**config.mk**
```make
export PLATFORM = sky130hd
export DESIGN_NAME = ctrc_ctrl
export DESIGN_NICKNAME = d
export VERILOG_FILES = /design/src/core/ctrc_pkg.sv /design/src/core/ctrc_ctrl.sv /design/src/core/ctrc_sync.sv
export SDC_FILE = /design/constraint.sdc
export NUM_CORES = 1
export LEC_CHECK = 0
export BUFFER_PORTS_ARGS = -buffer_cell sky130_fd_sc_hd__buf_2
export CORE_MARGIN = 2
export CORE_UTILIZATION = 50
export DETAILED_ROUTE_END_ITERATION = 8
export PLACE_DENSITY = 0.83
export REMOVE_ABC_BUFFERS = 1
export SLEW_MARGIN = 30
export SYNTH_ARGS = -nofsm -noshare
export SYNTH_HDL_FRONTEND = slang
export SYNTH_HIERARCHICAL = 1
export SYNTH_SLANG_ARGS = --single-unit
```
**constraint.sdc**
```tcl
create_clock -name mclk -period 2.3 [get_ports mclk]
set_input_delay 0.46 -clock mclk [delete_from_list [all_inputs] [get_ports mclk]]
set_output_delay 0.46 -clock mclk [all_outputs]
set_load 0.02 [all_outputs]
```
**src/core/ctrc_pkg.sv**
```systemverilog
// constants, types and pin bundles for the cache tag ram controller
package ctrc_pkg;
    localparam int CLK_PERIOD_NS = 5;
    localparam int T_RSPW_NS     = 45;
    localparam int T_RSRC_NS     = 30;
    localparam int T_WP_NS       = 15;
    localparam int T_AA_NS       = 20;
    localparam int T_ADM_NS      = 20;
    localparam int T_OHZ_NS      = 8;
    localparam int SYNC_STAGES   = 2;

    localparam int RSPW_CYC = (T_RSPW_NS + CLK_PERIOD_NS - 1) / CLK_PERIOD_NS;
    localparam int RSRC_CYC = (T_RSRC_NS + CLK_PERIOD_NS - 1) / CLK_PERIOD_NS;
    localparam int WP_CYC   = (T_WP_NS + CLK_PERIOD_NS - 1) / CLK_PERIOD_NS;
    localparam int HZ_CYC   = (T_OHZ_NS + CLK_PERIOD_NS - 1) / CLK_PERIOD_NS;
    // result must cross both sampling flops before it is taken
    localparam int RD_CYC   = (T_AA_NS + CLK_PERIOD_NS - 1) / CLK_PERIOD_NS + SYNC_STAGES + 1;
    localparam int CMP_CYC  = (T_ADM_NS + CLK_PERIOD_NS - 1) / CLK_PERIOD_NS + SYNC_STAGES + 1;

    localparam int CNT_W    = 4;
    localparam int IDX_W    = 13;
    localparam int TAG_W    = 8;
    localparam int CADDR_W  = IDX_W + TAG_W;
    localparam int IDX_LSB  = 0;
    localparam int TAG_LSB  = IDX_W;

    typedef enum logic [1:0] {
        CTRC_OP_LOOKUP,
        CTRC_OP_WRITE,
        CTRC_OP_READ,
        CTRC_OP_CLEAR
    } ctrc_op_e;

    typedef struct packed {
        ctrc_op_e             op;
        logic [CADDR_W-1:0]   caddr;
    } ctrc_req_s;

    typedef struct packed {
        logic                 hit;
        logic [TAG_W-1:0]     rdata;
    } ctrc_resp_s;

    typedef struct packed {
        logic [IDX_W-1:0]     addr;
        logic                 cs_n;
        logic                 we_n;
        logic                 oe_n;
        logic                 clr_n;
        logic [TAG_W-1:0]     dq_o;
        logic                 dq_oe_n;
    } ctrc_pins_s;
endpackage

```
**src/core/ctrc_ctrl.sv**
```systemverilog
// cache tag ram controller: sequences lookup, tag write, tag read and flash clear on the device pins
`timescale 1ns/1ps
module ctrc_ctrl (
    input  wire logic                        mclk,
    input  wire logic                        resetn,
    input  wire logic                        req_valid,
    output logic                             req_ready,
    input  wire ctrc_pkg::ctrc_req_s         req,
    output logic                             resp_valid,
    output ctrc_pkg::ctrc_resp_s             resp,
    output ctrc_pkg::ctrc_pins_s             pins,
    input  wire logic [ctrc_pkg::TAG_W-1:0]  dq_i,
    input  wire logic                        match_i
);
    typedef enum logic [3:0] {
        ST_START, ST_IDLE, ST_CLEAR, ST_REC, ST_SETUP,
        ST_WRITE, ST_READ, ST_CMP, ST_DESEL
    } ctrc_state_e;

    ctrc_state_e                    state_q, state_d;
    logic [ctrc_pkg::CNT_W-1:0]     cnt_q, cnt_d;
    ctrc_pkg::ctrc_op_e             op_q;
    logic [ctrc_pkg::TAG_W-1:0]     tag_q;
    logic [ctrc_pkg::TAG_W:0]       samp;
    logic                           last;

    function automatic logic [ctrc_pkg::CNT_W-1:0] cyc(input int n);
        cyc = ctrc_pkg::CNT_W'(n - 1);
    endfunction

    // match and data pins come from the device, not our clock domain
    ctrc_sync #(.W(ctrc_pkg::TAG_W + 1)) u_sync (
        .mclk   (mclk),
        .resetn (resetn),
        .d      ({match_i, dq_i}),
        .q      (samp)
    );

    assign req_ready = (state_q == ST_IDLE);
    assign last      = (cnt_q == '0);

    always_comb begin
        state_d = state_q;
        cnt_d   = last ? cnt_q : cnt_q - 1'b1;
        unique case (state_q)
            ST_START: begin
                state_d = ST_CLEAR;
                cnt_d   = cyc(ctrc_pkg::RSPW_CYC);
            end
            ST_IDLE: begin
                if (req_valid) begin
                    state_d = (req.op == ctrc_pkg::CTRC_OP_CLEAR) ? ST_CLEAR : ST_SETUP;
                    cnt_d   = (req.op == ctrc_pkg::CTRC_OP_CLEAR) ? cyc(ctrc_pkg::RSPW_CYC) : '0;
                end
            end
            ST_CLEAR: begin
                if (last) begin
                    state_d = ST_REC;
                    cnt_d   = cyc(ctrc_pkg::RSRC_CYC);
                end
            end
            ST_REC: begin
                if (last) begin
                    state_d = ST_IDLE;
                end
            end
            ST_SETUP: begin
                unique case (op_q)
                    ctrc_pkg::CTRC_OP_WRITE: begin
                        state_d = ST_WRITE;
                        cnt_d   = cyc(ctrc_pkg::WP_CYC);
                    end
                    ctrc_pkg::CTRC_OP_READ: begin
                        state_d = ST_READ;
                        cnt_d   = cyc(ctrc_pkg::RD_CYC);
                    end
                    default: begin
                        state_d = ST_CMP;
                        cnt_d   = cyc(ctrc_pkg::CMP_CYC);
                    end
                endcase
            end
            ST_WRITE, ST_READ, ST_CMP: begin
                if (last) begin
                    state_d = ST_DESEL;
                    cnt_d   = cyc(ctrc_pkg::HZ_CYC);
                end
            end
            ST_DESEL: begin
                if (last) begin
                    state_d = ST_IDLE;
                end
            end
            default: begin
                state_d = ST_IDLE;
            end
        endcase
    end

    always_ff @(posedge mclk or negedge resetn) begin
        if (!resetn) begin
            state_q <= ST_START;
            cnt_q   <= '0;
        end else begin
            state_q <= state_d;
            cnt_q   <= cnt_d;
        end
    end

    // tag latched only in idle, while the device is deselected
    always_ff @(posedge mclk or negedge resetn) begin
        if (!resetn) begin
            op_q      <= ctrc_pkg::CTRC_OP_LOOKUP;
            tag_q     <= '0;
        end else if (req_valid && req_ready) begin
            op_q      <= req.op;
            tag_q     <= req.caddr[ctrc_pkg::TAG_LSB +: ctrc_pkg::TAG_W];
        end
    end

    // pins registered from the next state so strobes never glitch
    always_ff @(posedge mclk or negedge resetn) begin
        if (!resetn) begin
            pins.addr    <= '0;
            pins.cs_n    <= 1'b1;
            pins.we_n    <= 1'b1;
            pins.oe_n    <= 1'b1;
            pins.clr_n   <= 1'b1;
            pins.dq_o    <= '0;
            pins.dq_oe_n <= 1'b1;
        end else begin
            if (req_valid && req_ready) begin
                // wider tags: a second controller on the same index, results ANDed by the user
                pins.addr <= req.caddr[ctrc_pkg::IDX_LSB +: ctrc_pkg::IDX_W];
            end
            pins.cs_n    <= !(state_d inside {ST_WRITE, ST_READ, ST_CMP});
            pins.we_n    <= (state_d != ST_WRITE);
            pins.oe_n    <= (state_d != ST_READ);
            pins.clr_n   <= (state_d != ST_CLEAR);
            pins.dq_o    <= tag_q;
            pins.dq_oe_n <= !((state_d == ST_SETUP && op_q != ctrc_pkg::CTRC_OP_READ) ||
                               state_d == ST_WRITE || state_d == ST_CMP);
        end
    end

    always_ff @(posedge mclk or negedge resetn) begin
        if (!resetn) begin
            resp_valid <= 1'b0;
            resp       <= '0;
        end else begin
            resp_valid <= last && (state_q inside {ST_WRITE, ST_READ, ST_CMP} ||
                                   (state_q == ST_REC && op_q == ctrc_pkg::CTRC_OP_CLEAR));
            if (last && state_q == ST_READ) begin
                resp.rdata <= samp[ctrc_pkg::TAG_W-1:0];
            end
            if (last && state_q == ST_CMP) begin
                // released net reads high through the pull-up, shared by wired devices
                resp.hit <= samp[ctrc_pkg::TAG_W];
            end
        end
    end

    // clear pulse is too long to unroll as a repeat, so its low cycles are counted
    logic [ctrc_pkg::CNT_W-1:0]     clr_low_q;

    always_ff @(posedge mclk or negedge resetn) begin
        if (!resetn) begin
            clr_low_q <= '0;
        end else if (pins.clr_n) begin
            clr_low_q <= '0;
        end else if (clr_low_q != '1) begin
            clr_low_q <= clr_low_q + 1'b1;
        end
    end
endmodule

```
**src/core/ctrc_sync.sv**
```systemverilog
// two-flop synchroniser for pin inputs
`timescale 1ns/1ps
module ctrc_sync #(
    parameter int W = 1
) (
    input  wire logic         mclk,
    input  wire logic         resetn,
    input  wire logic [W-1:0] d,
    output logic      [W-1:0] q
);
    logic [W-1:0] meta_q;

    always_ff @(posedge mclk or negedge resetn) begin
        if (!resetn) begin
            meta_q <= '0;
            q      <= '0;
        end else begin
            meta_q <= d;
            q      <= meta_q;
        end
    end
endmodule

```
# ---- Yosys cells after proc, flatten, opt, wreduce, memory -nomap -nowiden
# Index checks and enable logic that the tools add are counted.
dict set report totals {
  register_bits 72
  latchBits 0
  ram_bits 0
  mem_bits_ro 0
  in_bits 35
  out_inout_bits 37
  elab_cells 68
  n_memories 0
}
dict set report classes {
  add_sub_neg 1
  n_mul 0
  div_mod_pow 0
  magnitude_cmp 0
  n_eq_ne 20
  n_shift 0
  muxes 14
  bitwise_logic 0
  reduce_logical 17
}
# op n
set op_table {}
lappend op_table {{$mux W4} 9}
lappend op_table {{$eq A4 B3 Y1 const B} 8}
lappend op_table {{$pmux W4 S6} 1}
lappend op_table {{$pmux W4 S5} 1}
lappend op_table {{$eq A4 B2 Y1 const B} 2}
lappend op_table {{$logic_not A4 Y1} 2}
lappend op_table {{$ne A4 B3 Y1 const B} 2}
lappend op_table {{$eq A2 B2 Y1 const B} 3}
lappend op_table {{$logic_and A1 B1 Y1} 6}
lappend op_table {{$mux W3} 2}
lappend op_table {{$reduce_bool A3 Y1} 2}
lappend op_table {{$eq A4 B1 Y1 const B} 1}
lappend op_table {{$eq A4 B4 Y1 const B} 1}
lappend op_table {{$ne A4 B2 Y1 const B} 1}
lappend op_table {{$pmux W2 S2} 1}
lappend op_table {{$sub A4 B1 Y4 const B} 1}
lappend op_table {{$logic_or A1 B1 Y1} 3}
lappend op_table {{$reduce_or A3 Y1} 1}
lappend op_table {{$eq A2 B1 Y1 const B} 1}
lappend op_table {{$logic_not A1 Y1} 2}
lappend op_table {{$ne A2 B2 Y1 const B} 1}
lappend op_table {{$reduce_or A2 Y1} 1}

# ---- Longest topological paths before layout
dict set report logic_depth {
  ltp_word 9
  depth_mapped 8
  mapped_depth_nobuf 8
}

# ---- Modules after synthesis
# The synthesis kept the hierarchy.
# mod instances cells_each area_per_inst_um2 seq_area_each_um2
set by_module_without_submodules {}
lappend by_module_without_submodules {ctrc_ctrl 1 168 2283.4 1357.6}
lappend by_module_without_submodules {ctrc_sync 1 18 450.4 450.4}

# ---- Worst setup path before layout
# No wires, ideal clock.
dict set report synth_timing {
  path_kind {register to register}
  from {reg state_q[1]}
  to {reg pins[13] (netlist name)}
  setup_ns 0.127
  arrival_ns 1.718
  required_ns 2.173
  slack_ns 0.454
  stages_incl_launch_ff 6
  n_path_buf 2
  synth_period_minus_slack_ns 1.846
  path_cell_list {dfrtp_1 nor4b_4 and2_1 buf_4 buf_8 mux2_1}
}
dict set report synth_between {
  elab_chain_cells 2
}
# element line_no
set synth_lines {}
lappend synth_lines {{start, declared} ctrc_ctrl.sv:20} ;# ctrc_state_e state_q, state_d;
lappend synth_lines {{start signal, assigned} ctrc_ctrl.sv:105} ;# state_q <= state_d;
lappend synth_lines {{$eq A4 B1 Y1} ctrc_ctrl.sv:39} ;# assign req_ready = (state_q == ST_IDLE);
lappend synth_lines {{net req_ready} ctrc_ctrl.sv:7} ;# output logic req_ready,
lappend synth_lines {{$logic_and A1 B1 Y1} ctrc_ctrl.sv:132} ;# if (req_valid && req_ready) begin
lappend synth_lines {{end, declared} ctrc_ctrl.sv:11} ;# output ctrc_pkg::ctrc_pins_s pins,
# The timed path passes the listed nets, and every way through them passes these cells.
# A chain may end at the register's enable or synchronous reset.

# ---- Final worst setup path
dict set report layout_timing {
  from {reg state_q[1]}
  to {out req_ready}
}
dict set report layout_between {
  elab_chain_cells 1
}
# element line_no
set layout_lines {}
lappend layout_lines {{$eq A4 B1 Y1} ctrc_ctrl.sv:39}
lappend layout_lines {{end, declared} ctrc_ctrl.sv:7}
# Every way passes these cells.

==> run metrics <==
arrival time worst endpoint=1.61 ns; Worst VDD drop=0.898 mV; r2r worst-path depth=7; Routed WL=just over 5000 um; status=finished clean; insertion delay of the later-clocked pin in the worst-skew pair=between 0.3 and 0.4 ns; TritonCTS Buffers=9; Post-synth top flop=dfrtp_1; via count=roughly 1,800; post-CTS resize count=0; Crit Path Class=flop to primary output; Crit. End Element=primary output; Mapped Cells=~190; Antenna Nets Post-Route=0; Clock transition at path regs=approximately 0.070 ns; Max FO, Critical Path=16; CTS tree=yes; maxcap violations=0; num ports=72; Final Hold Viols=0; post-detail-place hpwl=3570 um; Reg2Reg Setup Slack=0.35 ns; critical path's top delay family=flip-flops; CTS sink cnt=roughly 70; CP Launch Type=flop; Mapped Area=~2700 um^2; Initial DRC Count=99; asr flop ratio synth=between 90% and 100%; Pins Over Slew Limit=0; n_diodes=0; PortBufs=71; Core ar.=between 5000 and 6000 um^2; crit path max-delay cell type=dfrtp_1; critical path cell sequence=nor4b_4, buf_4, buf_2; worst endpoint required time=1.84 ns; Die X-Extent=around 78 um; Leak=about 0.0016 uW; Setup TNS Final=0 ns; Worst slew margin=63.4%; Seq/Total Area, Yosys=about two thirds; Hold Slack=~0.12 ns; Starting Density=a little over half; grt ovf=0; root buffer cell=clkbuf_8; Total Nets Final=304; Tcrit/Tclk final=approximately nine tenths; CP bufs+invs=2; Avg Cell Area, Syn=between 10 and 15 um^2; share of post-route cells with drive strength above 1=between 40% and 50%; worst hold path type=primary input to asynchronous set/reset pin; per-cell routed wire length=14.8 um; drt via density=5.12; pwr/cell area=between 1000 and 1500 nW/um^2; Synth cell types=44; fillers=around 400; largest net degree at the start of global routing=46; CP max stage delay=approximately 0.57 ns; row count=26; Worst R2R End=pins[11]; RSZ-0062 raised after global routing=false; DRC viols=0; vias in the first global route=1,828; Layout area overhead=23.0%; yosys warns=6; H-tree Lvls=3; Tmin final=between 2 and 2.5 ns; first-pass GRT wire length=8570 um; worst slew pin tran=~0.55 ns; CTS hold repair buffers=0; overall fraction of global-route tracks in use=between 10% and 20%; commonest non-fill, non-tap cell in the layout=buf_2; initial antenna violation count=0; number of flops mapped to enable cells by yosys=0; R2R Path Start=cnt_q[0]; die area=about 6100 um^2; RePlAce Congestion=about 0.86; commonest non-fill, non-tap cells in the layout=buf_2 (71), dfrtp_1 (67), mux2_1 (23); fmax=about 480 MHz; postcts setup bufs=0; Max Root-Sink Buffers=2; TritonRoute pass-1 iters=4; Die Y-Extent=a little under 80 um; #FFs+latches synth=just over 70; skew final=~0.0077 ns; # setup viols final=0
-- area by class of cell --
type                            instances  area [um^2]  area share [%]
Inverter                                5         18.8           0.558
Tap cell                               70         87.6            2.61
Clock inverter                          4         52.6            1.56
Clock buffer                           12          145            4.32
Multi-Input combinational cell        102          850            25.3
Timing Repair Buffer                   77          400            11.9
Sequential cell                        72         1810            53.8
-- metal layers --
layer	global-route usage, %	up-vias	wire [um]
met4	7.37	0	90
met5	0	-	0
li1	-	823	-
met1	23.0	861	2160
met3	7.56	9	387
met2	28.5	59	2430
-- worst register-to-register path, stage by stage (launching register included) --
cell and delay [ns]:
dfrtp_1 0.40, inv_1 0.06, ha_1 0.20, nor3b_4 0.41, inv_2 0.15, nand3b_1 0.14
nand3_1 0.20, a211o_1 0.32
-- worst max path at each step --
stage / slack, ns / cells past startpoint / to / start
3_5_place_dp: 0.37 / 7 / pins[11] / cnt_q[0]
5_1_grt: 0.13 / 3 / req_ready / state_q[1]
3_3_place_gp: 0.44 / 7 / pins[11] / cnt_q[0]
4_1_cts: 0.23 / 3 / req_ready / state_q[1]
2_1_floorplan: 0.05 / 3 / pins[13] / state_q[1]
6_report: 0.23 / 3 / req_ready / state_q[1]
-- sequential cells by signal, indices dropped and copies added (netlist names), 2 cells and up --
signal	cells
u_sync/q	9
op_q	2
resp	9
pins	26
tag_q	8
cnt_q	4
u_sync/meta_q	9
state_q	4
-- synthesized netlist by cell type, types with 2 or more instances --
cell	count	area, um^2
dfrtp_1	67	1680
mux2_1	23	259
mux2_2	9	101
nand2_1	7	26.3
a21oi_1	6	30.0
dfstp_2	5	131
nor2_1	5	18.8
inv_1	4	15.0
nand4_1	4	25.0
a211oi_1	3	22.5
nand2b_1	3	18.8
nor2b_1	3	18.8
o21bai_1	3	22.5
a31o_2	2	17.5
and2_1	2	12.5
buf_4	2	15.0
buf_8	2	30.0
clkbuf_1	2	7.51
ha_1	2	25.0
mux2i_1	2	20.0
nand3_1	2	10.0
nand3b_1	2	15.0
nor3_1	2	10.0
o21ai_0	2	10.0
o21ai_1	2	10.0
or2_1	2	12.5
-- kinds of logic after synthesis --
group | count (synthesis) | share of synthesized area [%]
mux | 34 | 13.9
compound gates | 28 | 7.00
buf+inv | 12 | 2.79
flops | 72 | 66.1
simple gates | 38 | 9.24
fa+ha+maj | 2 | 0.915
-- per-stage QoR --
stage          instance area, um^2  total power, uW  util, %  setup WS, ns  cells
2_1_floorplan                 2680             2950        -        0.0512    179
5_1_grt                       3360             4720     64.6         0.128    342
4_1_cts                       3360             4490     64.6         0.225    342
3_3_place_gp                  3160             3420     60.8         0.437    326
3_5_place_dp                  3160             3490     60.8         0.370    326
6_report                      3360             4450     64.6         0.235    342
-- power by group --
group          internal (uW)  switching [uW]  total (uW)
Combinational            636             889        1530
Clock                    536             454         989
Sequential              1700             240        1940
Total                   2870            1580        4450
Power figures use the tool's default switching activity.
